**config.mk**
```make
export PLATFORM = sky130hd
export DESIGN_NAME = lcd_scan_scroll_idle_cmds
export DESIGN_NICKNAME = d
export VERILOG_FILES = /design/src/rtl/scan_cmd_pkg.sv /design/src/rtl/lcd_scan_scroll_idle_cmds.sv
export SDC_FILE = /design/constraint.sdc
export NUM_CORES = 1
export LEC_CHECK = 0
export BUFFER_PORTS_ARGS = -buffer_cell sky130_fd_sc_hd__buf_2
export CAP_MARGIN = 20
export CORE_AREA = 2 2 129 131
export DETAILED_ROUTE_END_ITERATION = 7
export DIE_AREA = 0 0 131 133
export GPL_ROUTABILITY_DRIVEN = 0
export PLACE_DENSITY = 0.92
export SYNTH_ARGS = -nofsm -noshare
export SYNTH_HDL_FRONTEND = slang
export SYNTH_SLANG_ARGS = --single-unit
```
**constraint.sdc**
```tcl
create_clock -name core_clk -period 7.4 [get_ports core_clk]
set_input_delay 0.37 -clock core_clk [delete_from_list [all_inputs] [get_ports core_clk]]
set_output_delay 0.37 -clock core_clk [all_outputs]
set_load 0.03 [all_outputs]
```
**src/rtl/scan_cmd_pkg.sv**
```systemverilog
// Shared constants and carrier types for the scan, scroll and idle command block
package scan_cmd_pkg;

  // ----------------------------------------------------------------
  // Command codes
  // ----------------------------------------------------------------
  localparam logic [7:0] CMD_SCROLL_AREA_DEFINE = 8'h33;
  localparam logic [7:0] CMD_SCAN_DIRECTION = 8'h36;
  localparam logic [7:0] CMD_SCROLL_START = 8'h37;
  localparam logic [7:0] CMD_REDUCED_COLOUR_EXIT = 8'h38;

  // ----------------------------------------------------------------
  // Register offsets (the command code selects the register)
  // ----------------------------------------------------------------
  localparam logic [7:0] OFS_SCAN_DIRECTION_CTRL = 8'h36;
  localparam logic [7:0] OFS_SCROLL_START_LINE_POINTER = 8'h37;

  // ----------------------------------------------------------------
  // Field positions of the scan direction parameter byte
  // ----------------------------------------------------------------
  localparam int BIT_ROW_ORDER_FLIP = 7;
  localparam int BIT_COLUMN_ORDER_FLIP = 6;
  localparam int BIT_ROW_COLUMN_SWAP = 5;
  localparam int BIT_VERTICAL_REFRESH_FLIP = 4;
  localparam int BIT_COLOUR_FILTER_ORDER = 3;
  localparam int BIT_HORIZONTAL_REFRESH_FLIP = 2;

  // ----------------------------------------------------------------
  // Widths, reset values and geometry
  // ----------------------------------------------------------------
  localparam int HOST_DATA_W = 18;
  localparam int LINE_W = 16;
  localparam int SCROLL_DEF_PARAMS = 6;
  localparam logic [7:0] SCAN_DIRECTION_RESET = 8'h00;
  localparam logic [15:0] SCROLL_POINTER_RESET = 16'h0000;
  localparam logic [15:0] TOP_FIXED_RESET = 16'h0000;
  localparam logic [15:0] SCROLL_HEIGHT_RESET = 16'h0140;
  localparam logic [15:0] BOTTOM_FIXED_RESET = 16'h0000;
  localparam logic [15:0] PANEL_LAST_LINE = 16'h013F;
  localparam logic [2:0] DEF_LAST_INDEX = 3'h5;

  // ----------------------------------------------------------------
  // Carrier types
  // ----------------------------------------------------------------
  typedef struct packed {
    logic row_order_flip;
    logic column_order_flip;
    logic row_column_swap;
    logic vertical_refresh_flip;
    logic colour_filter_order;
    logic horizontal_refresh_flip;
  } access_ctrl_t;

  typedef struct packed {
    logic [15:0] top_fixed_lines;
    logic [15:0] scroll_area_height;
    logic [15:0] bottom_fixed_lines;
  } scroll_def_t;

  typedef enum logic [2:0] {
    ST_CMD,
    ST_SCAN_PARAM,
    ST_PTR_HIGH,
    ST_PTR_LOW,
    ST_DEF_PARAM
  } parse_state_t;

endpackage

```
**src/rtl/lcd_scan_scroll_idle_cmds.sv**
```systemverilog
// Host command interpreter for scan direction, scroll start pointer and idle exit
`timescale 1ns/1ps

// Notes on behaviour
// - Code 36h loads next parameter as scan setting
// - Scan setting write changes nothing else
// - Row, column, swap bits steer address stepping
// - Vertical refresh bit flips panel line order
// - Horizontal refresh bit flips pixel order
// - Colour order bit: zero RGB, one COLOUR_FILTER_ORDER
// - Colour order change acts at once
// - Scan setting zero on reset, kept on soft
// - Code 37h takes pointer, high byte first
// - Pointer combines with scroll area definition
// - New pointer applied at next panel scan
// - Pointer command ignored in partial mode
// - Pointer zero after every reset kind
// - Code 38h leaves idle, full colour
// - Idle exit when already off does nothing
// - Idle off after every reset kind
// - Vertical refresh bit picks fixed area origin
// - Area definition three lines counts, reset values
module lcd_scan_scroll_idle_cmds (
  input wire logic core_clk,
  input wire logic nrst,
  input wire logic cmd_param_select,
  input wire logic write_strobe_n,
  input wire logic [scan_cmd_pkg::HOST_DATA_W-1:0] host_data,
  input wire logic soft_reset,
  input wire logic partial_mode,
  input wire logic idle_enter,
  input wire logic frame_start,
  input wire logic [scan_cmd_pkg::LINE_W-1:0] disp_line,
  output scan_cmd_pkg::access_ctrl_t access_ctrl,
  output logic idle_mode,
  output logic [scan_cmd_pkg::LINE_W-1:0] scroll_pointer_value,
  output scan_cmd_pkg::scroll_def_t scroll_def,
  output logic [scan_cmd_pkg::LINE_W-1:0] fm_line
);
  import scan_cmd_pkg::*;

  // ----------------------------------------------------------------
  // Host strobe capture
  // ----------------------------------------------------------------
  logic strobe_n_r;
  logic wr_event;
  logic is_cmd;
  logic is_param;
  logic [7:0] byte_in;

  always_ff @(posedge core_clk or negedge nrst) begin
    if (!nrst) begin
      strobe_n_r <= 1'b1;
    end else begin
      strobe_n_r <= write_strobe_n;
    end
  end

  // rising strobe edge takes the byte
  assign wr_event = !strobe_n_r && write_strobe_n;
  assign is_cmd = wr_event && !cmd_param_select;
  assign is_param = wr_event && cmd_param_select;
  // upper lines ignored, only the low byte counts
  assign byte_in = host_data[7:0];

  // ----------------------------------------------------------------
  // Command parser
  // ----------------------------------------------------------------
  parse_state_t state_r;
  logic [2:0] def_idx_r;

  always_ff @(posedge core_clk or negedge nrst) begin
    if (!nrst) begin
      state_r <= ST_CMD;
    end else if (is_cmd) begin
      unique case (byte_in)
        CMD_SCAN_DIRECTION: state_r <= ST_SCAN_PARAM;
        // pointer command dropped while partial mode is on
        CMD_SCROLL_START: state_r <= partial_mode ? ST_CMD : ST_PTR_HIGH;
        CMD_SCROLL_AREA_DEFINE: state_r <= ST_DEF_PARAM;
        default: state_r <= ST_CMD;
      endcase
    end else if (is_param) begin
      unique case (state_r)
        ST_SCAN_PARAM: state_r <= ST_CMD;
        ST_PTR_HIGH: state_r <= ST_PTR_LOW;
        ST_PTR_LOW: state_r <= ST_CMD;
        ST_DEF_PARAM: state_r <= (def_idx_r == DEF_LAST_INDEX) ? ST_CMD : ST_DEF_PARAM;
        ST_CMD: state_r <= ST_CMD;
      endcase
    end
  end

  always_ff @(posedge core_clk or negedge nrst) begin
    if (!nrst) begin
      def_idx_r <= 3'h0;
    end else if (is_cmd) begin
      def_idx_r <= 3'h0;
    end else if (is_param && state_r == ST_DEF_PARAM) begin
      def_idx_r <= def_idx_r + 3'h1;
    end
  end

  // ----------------------------------------------------------------
  // Scan direction setting
  // ----------------------------------------------------------------
  access_ctrl_t access_r;

  // cleared only by hardware reset; soft reset leaves it
  // the write touches this register alone
  always_ff @(posedge core_clk or negedge nrst) begin
    if (!nrst) begin
      access_r <= access_ctrl_t'(SCAN_DIRECTION_RESET[7:2]);
    end else if (is_param && state_r == ST_SCAN_PARAM) begin
      // parameter byte becomes the scan setting
      access_r.row_order_flip <= byte_in[BIT_ROW_ORDER_FLIP];
      access_r.column_order_flip <= byte_in[BIT_COLUMN_ORDER_FLIP];
      access_r.row_column_swap <= byte_in[BIT_ROW_COLUMN_SWAP];
      access_r.vertical_refresh_flip <= byte_in[BIT_VERTICAL_REFRESH_FLIP];
      access_r.colour_filter_order <= byte_in[BIT_COLOUR_FILTER_ORDER];
      access_r.horizontal_refresh_flip <= byte_in[BIT_HORIZONTAL_REFRESH_FLIP];
    end
  end

  // address stepping, refresh order and colour filter leave directly
  // vertical refresh order drives the panel at once
  // colour filter order, zero RGB, one COLOUR_FILTER_ORDER
  // no shadowing, so a colour order change is visible next cycle
  assign access_ctrl = access_r;

  // ----------------------------------------------------------------
  // Scroll start pointer
  // ----------------------------------------------------------------
  logic [7:0] ptr_high_r;
  logic [15:0] ptr_pend_r;
  logic pend_valid_r;
  logic [15:0] ptr_act_r;

  always_ff @(posedge core_clk or negedge nrst) begin
    if (!nrst) begin
      ptr_high_r <= 8'h00;
    end else if (soft_reset) begin
      ptr_high_r <= 8'h00;
    end else if (is_param && state_r == ST_PTR_HIGH) begin
      ptr_high_r <= byte_in;
    end
  end

  // low byte completes the pointer, high byte first
  always_ff @(posedge core_clk or negedge nrst) begin
    if (!nrst) begin
      ptr_pend_r <= SCROLL_POINTER_RESET;
      pend_valid_r <= 1'b0;
    end else if (soft_reset) begin
      ptr_pend_r <= SCROLL_POINTER_RESET;
      pend_valid_r <= 1'b0;
    end else if (is_param && state_r == ST_PTR_LOW) begin
      ptr_pend_r <= {ptr_high_r, byte_in};
      pend_valid_r <= 1'b1;
    end else if (frame_start) begin
      pend_valid_r <= 1'b0;
    end
  end

  // a frame never shows a half-applied pointer
  // every reset kind clears the live pointer
  always_ff @(posedge core_clk or negedge nrst) begin
    if (!nrst) begin
      ptr_act_r <= SCROLL_POINTER_RESET;
    end else if (soft_reset) begin
      ptr_act_r <= SCROLL_POINTER_RESET;
    end else if (frame_start && pend_valid_r) begin
      ptr_act_r <= ptr_pend_r;
    end
  end

  assign scroll_pointer_value = ptr_act_r;

  // ----------------------------------------------------------------
  // Scroll area definition
  // ----------------------------------------------------------------
  scroll_def_t def_r;

  // three 16-bit counts with their reset values
  always_ff @(posedge core_clk or negedge nrst) begin
    if (!nrst) begin
      def_r <= {TOP_FIXED_RESET, SCROLL_HEIGHT_RESET, BOTTOM_FIXED_RESET};
    end else if (soft_reset) begin
      def_r <= {TOP_FIXED_RESET, SCROLL_HEIGHT_RESET, BOTTOM_FIXED_RESET};
    end else if (is_param && state_r == ST_DEF_PARAM) begin
      unique case (def_idx_r)
        3'h0: def_r.top_fixed_lines[15:8] <= byte_in;
        3'h1: def_r.top_fixed_lines[7:0] <= byte_in;
        3'h2: def_r.scroll_area_height[15:8] <= byte_in;
        3'h3: def_r.scroll_area_height[7:0] <= byte_in;
        3'h4: def_r.bottom_fixed_lines[15:8] <= byte_in;
        3'h5: def_r.bottom_fixed_lines[7:0] <= byte_in;
        default: def_r <= def_r;
      endcase
    end
  end

  assign scroll_def = def_r;

  // ----------------------------------------------------------------
  // Idle mode
  // ----------------------------------------------------------------
  logic idle_r;

  // exit command restores full colour depth
  // clearing an already clear flag changes nothing
  always_ff @(posedge core_clk or negedge nrst) begin
    if (!nrst) begin
      idle_r <= 1'b0;
    end else if (soft_reset) begin
      idle_r <= 1'b0;
    end else if (idle_enter) begin
      idle_r <= 1'b1;
    end else if (is_cmd && byte_in == CMD_REDUCED_COLOUR_EXIT) begin
      idle_r <= 1'b0;
    end
  end

  assign idle_mode = idle_r;

  // ----------------------------------------------------------------
  // Display line to frame-memory line mapping
  // ----------------------------------------------------------------
  logic [16:0] lv;
  logic [16:0] area_end;
  logic [16:0] shifted;
  logic [16:0] src;
  logic [15:0] fm_line_nxt;
  logic [15:0] fm_line_r;

  // pointer and area definition together pick the source line
  always_comb begin
    // with vertical flip the fixed area counts from the bottom
    if (access_r.vertical_refresh_flip) begin
      lv = {1'b0, PANEL_LAST_LINE} - {1'b0, disp_line};
    end else begin
      lv = {1'b0, disp_line};
    end
    area_end = {1'b0, def_r.top_fixed_lines} + {1'b0, def_r.scroll_area_height};
    // offset into area added to pointer, wrapped by area height
    shifted = {1'b0, ptr_act_r} + (lv - {1'b0, def_r.top_fixed_lines});
    if (lv < {1'b0, def_r.top_fixed_lines} || lv >= area_end) begin
      src = lv;
    end else if (shifted >= area_end) begin
      src = shifted - {1'b0, def_r.scroll_area_height};
    end else begin
      src = shifted;
    end
    if (access_r.vertical_refresh_flip) begin
      fm_line_nxt = PANEL_LAST_LINE - src[15:0];
    end else begin
      fm_line_nxt = src[15:0];
    end
  end

  always_ff @(posedge core_clk or negedge nrst) begin
    if (!nrst) begin
      fm_line_r <= 16'h0000;
    end else begin
      fm_line_r <= fm_line_nxt;
    end
  end

  assign fm_line = fm_line_r;
endmodule

```
After elaboration in Yosys (flattened, before gate mapping). Cells that the tools add are included.

Flip-flop bits (word level): 119. Input port bits: 42. Output and inout port bits: 87.

Add/subtract/negate cells: 7. $lt $le $gt $ge: 3. Eq/ne operators: 13. Muxes and demuxes: 32. Reductions and logical operators: 35.

Operators by type and width (count): 2-to-1 mux 16 bit (7); 2-to-1 mux 48 bit (2); 2-to-1 mux 8 bit (8); greater-or-equal comparator 17 bit (2); equality test 8 x 6 -> 1 bit, second input constant (4); nonzero test 2 bit (12); one-hot mux 3 bit (3 select lines) (2); adder 16 x 16 -> 17 bit (1); adder 16 x 17 -> 17 bit (1); < comparator 17 x 16 -> 1 bit (1); 2-to-1 mux 17 bit (1); subtractor 17 x 16 -> 17 bit (1); subtractor 9 x 16 -> 17 bit, first input constant (1); subtractor 16 bit (1); subtractor 9 x 16 -> 16 bit, first input constant (1); 2-to-1 mux 3 bit (5); equality test 3 x 2 -> 1 bit, second input constant (4); AND reduction 2 bit (6); equality test 3 bit, second input constant (3); logical AND 1 bit (9); equality test 3 x 1 -> 1 bit, second input constant (2); zero test 3 bit (2); 2-to-1 mux 1 bit (6); nonzero test 3 bit (2); other kinds (5) (6).

Depth between registers and ports, before layout.
Word-level depth: 9. Mapped depth: 31.

Worst setup path before layout. No wires, ideal clock.

Kind: register to register. Start point: register access_r (netlist bit access_ctrl[2]). End point: register fm_line_r[10] (netlist: fm_line[10]). Setup time: 138 ps. Arrival time: 6631 ps. Required time: 7262 ps. Path slack: 631 ps. Cell stages (with the launch flop): 28. Period minus slack after synthesis: 6769 ps. Path through: dfrtp_1 -> clkbuf_1 -> buf_1 -> clkbuf_1 -> xor2_1 -> fa_1 -> ha_1 -> a21o_1 -> nand2_1 -> nand3_1 -> a31o_2 -> a21o_1 -> xnor2_1 -> inv_1 -> ha_1 -> a2111oi_0 -> o211ai_1 -> a21oi_1 -> nor3_1 -> and3_1 -> a2111o_1 -> or3_1 -> o221ai_1 -> inv_1 -> ha_1 -> nor2b_1 -> o21ai_1 -> xor2_1.

Cells in the longest elaborated chain, start to end: 8.

RTL lines: start, declared (line lcd_scan_scroll_idle_cmds.sv:107) `access_ctrl_t access_r;`; start signal, assigned (line lcd_scan_scroll_idle_cmds.sv:113) `access_r <= access_ctrl_t'(SCAN_DIRECTION_RESET[7:2]);`; 2-to-1 mux 17 bit (line lcd_scan_scroll_idle_cmds.sv:239) `if (access_r.vertical_refresh_flip) begin`; subtractor 17 x 16 -> 17 bit (line lcd_scan_scroll_idle_cmds.sv:246) `shifted = {1'b0, ptr_act_r} + (lv - {1'b0, def_r.top_fixed_lines});`; adder 16 x 17 -> 17 bit (line lcd_scan_scroll_idle_cmds.sv:246); subtractor 16 bit or greater-or-equal comparator 17 bit (tied branches) (line lcd_scan_scroll_idle_cmds.sv:250, lcd_scan_scroll_idle_cmds.sv:249); 2-to-1 mux 16 bit (line lcd_scan_scroll_idle_cmds.sv:249) `end else if (shifted >= area_end) begin`; 2-to-1 mux 16 bit (line lcd_scan_scroll_idle_cmds.sv:247) `if (lv < {1'b0, def_r.top_fixed_lines} || lv >= area_end) begin`; subtractor 9 x 16 -> 16 bit (line lcd_scan_scroll_idle_cmds.sv:255) `fm_line_nxt = PANEL_LAST_LINE - src[15:0];`; 2-to-1 mux 16 bit (*) (line lcd_scan_scroll_idle_cmds.sv:254) `if (access_r.vertical_refresh_flip) begin`; named net fm_line_nxt[10] (line lcd_scan_scroll_idle_cmds.sv:233) `logic [15:0] fm_line_nxt;`; end signal, assigned (line lcd_scan_scroll_idle_cmds.sv:265) `fm_line_r <= fm_line_nxt;`; end, declared (line lcd_scan_scroll_idle_cmds.sv:234) `logic [15:0] fm_line_r;`.

The timed path passes the listed nets; every way through them passes the cells marked *. A chain may end at the register's enable or synchronous reset.

Worst setup path in the final report.
Start point: register access_r (netlist bit access_ctrl[2]). End point: register fm_line_r[12] (netlist: fm_line[12]).

Same word-level chain as after synthesis.

==> run metrics <==
status=finished clean; via count=8299; Avg Inst Size Synth=8.64 um2; cell area after layout=0.0107 mm2; Final Cycle Share=92.6%; first-pass GRT wire length=39500 um; Inserted Diodes=0; post-synthesis compound-gate area fraction=17.1%; Post-Synthesis Cells=1069; initial antenna violation count=0; highest cell delay on the worst timing path=0.50 ns; Reg clk slew, reported paths=0.06 ns; main combinational cell family by area after synthesis=adder cells; Setup Viol. Count Final=0; ys async rst share=100%; area grow syn2layout=15.5%; Max clock buf depth=2; worst vdd ir=0.294 mV; max_cap viols=0; Yosys warnings=0; Worst-Skew Late Latency=0.43 ns; CTS Sinks=119; CP Launch Type=flop; leading cell type in the layout, fill and taps excluded=nand2_1; pre-CTS setup slack=0.703 ns; Core Rows=47; Post-synth EDFFs=0; minimum clock period=6.85 ns; Req. time, crit path=7.69 ns; post-detailed-route count of antenna-violating nets=0; total power=4.68 mW; Starting Density=57.1%; Top Ports=129; full die area=0.0174 mm2; Hold-fix buffers, CTS=0; Fin. Hold Viols=0; Synth top area share=31.4%; share of cells above drive strength 1=15.8%; Resized cells post-CTS=0; H-tree Lvls=4; Port Buf Inserts=118; Seq/Total Area, Yosys=32.3%; Leakage=5.05 nW; vias per std cell=5.89; crit path DAT=7.14 ns; worst hold slack=0.00685 ns; chip height=133 um; Fmax achieved=146 MHz; Hold Path Class=in -> async; Worst path slowest cell=dfrtp_1; clock skew=0.0103 ns; synthesized net count=1231; DP Area=0.0100 mm2; Post-route DRC=0; number of global-route vias before repair=8186; cell type with the largest total area after synthesis=dfrtp_1; TritonCTS clock tree=built; WL/cell=17.4 um; postcts setup bufs=0; total CTS buffers=17; worst slew pin tran=0.912 ns; Worst Path Max Fanout=17; post-route non-filler standard cell count=1408; Adder-Cell Fraction of Synth Area=17.7%; dominant synthesized flop cell=dfrtp_1; post-synthesis xor/xnor area fraction=6.26%; total congestion overflow=0; pwr dens=439 mW/mm2; Total GRT Usage=28.9%; Core Footprint=0.0162 mm2; Final Routed Wirelength=24600 um; final worst slack=0.545 ns; number of synthesized register bits=119; Final Max Tran Viols=0; most frequent cells in the layout=nand2_1, buf_2, dfrtp_1; setup TNS=0 ns; CTS Root Cell=clkbuf_16; number of DRC markers in iteration 0=782; Yosys cell types=70; simple-gate area share of the yosys netlist=16.8%; Syn Std Cell Area=0.00924 mm2; largest cells by area after synthesis=dfrtp_1, ha_1, a21oi_1; headroom to the max-slew limit=39.2%; Die X=131 um; reg2reg path depth=27; CP Class=reg -> reg; DRT Pass-1 Iters=5; Cells after DPL=1376; post-layout util=66.0%; final net count=1337; multiplexer share of the synthesized area=4.00%; unrepaired setup endpoints after global routing=false; CP Capture Type=flop; largest net degree at the start of global routing=91; dpl hpwl=18400 um
-- path summary, 6_finish.rpt --
path	endpoint	slack, ns	from
worst max-delay path	fm_line[12]	0.55	access_ctrl[2]
worst min-delay path	fm_line[8]	0.007	nrst
worst max register to register	fm_line[12]	0.55	access_ctrl[2]
worst min register to register	access_ctrl[0]	0.51	access_ctrl[0]
max in group asynchronous	ptr_high_r[3]	6.12	nrst
min in group core_clk	strobe_n_r	0.06	write_strobe_n
-- critical path: cells and delay by family, from the launching register on --
kind / cells / cell delay [ns]
AOI/OAI and AO/OA: 11 / 2.67
xor gates and xnor gates: 3 / 0.74
adders and majority gates: 4 / 1.26
buffers and inverters: 5 / 0.90
DFF: 1 / 0.50
and+or+nand+nor: 4 / 0.61
-- report_power, final --
part	total, mW	switching (mW)	internal (mW)
Sequential	0.744	0.0223	0.722
Clock	0.908	0.322	0.586
Combinational	3.03	1.76	1.27
Total	4.68	2.10	2.58
-- metal layers --
layer	vias up	share of wire [%]	GRT usage, %
li1	3914	-	-
met1	3982	41	36.3
met2	350	49	48.6
met3	53	7.3	6.23
met4	0	2.7	10.8
met5	-	0	0
-- cells by family after synthesis --
| logic type | Yosys count |
|---|---|
| AOI/OAI and AO/OA | 254 |
| muxes | 36 |
| and+or+nand+nor | 333 |
| xor gates and xnor gates | 66 |
| DFF | 119 |
| buffers and inverters | 141 |
| adders and majority gates | 120 |
-- state kept, by name, summed over array words and instances, names as in the netlist --
signal,count
idle_mode,1
scroll_pointer_value,16
def_idx_r,3
ptr_pend_r,16
access_ctrl,6
pend_valid_r,1
strobe_n_r,1
fm_line,16
ptr_high_r,8
state_r,3
scroll_def,48
-- final cells by class --
type	instances	area, um2
Multi-Input combinational cell	809	5730
Inverter	99	372
Timing Repair Buffer	129	676
Clock inverter	12	188
Fill cell	1232	5500
Sequential cell	119	2980
Clock buffer	20	457
Tap cell	220	275
-- Yosys cell counts (2+ instances only) --
cell,n
a2111oi_0,3
a211oi_1,7
a21o_1,17
a21oi_1,106
a221o_1,2
a31oi_1,6
a41oi_1,2
and2_1,4
and3_1,6
and4_1,3
clkbuf_1,40
dfrtp_1,116
dfstp_2,3
fa_1,18
ha_1,102
inv_1,98
mux2_2,7
mux2i_1,29
nand2_1,141
nand2b_1,11
nand3_1,44
nand3b_1,5
nand4_1,5
nor2_1,64
nor2b_1,9
nor3_1,12
nor4_1,2
o2111ai_1,3
o211ai_1,7
o21a_1,15
o21ai_0,45
o21bai_1,7
o221ai_1,2
o31a_1,2
o31ai_1,12
o31ai_2,2
o41ai_1,2
or2_2,4
or3_1,10
or3b_2,2
xnor2_1,45
xor2_1,21
(Power assumes the default switching activity.)
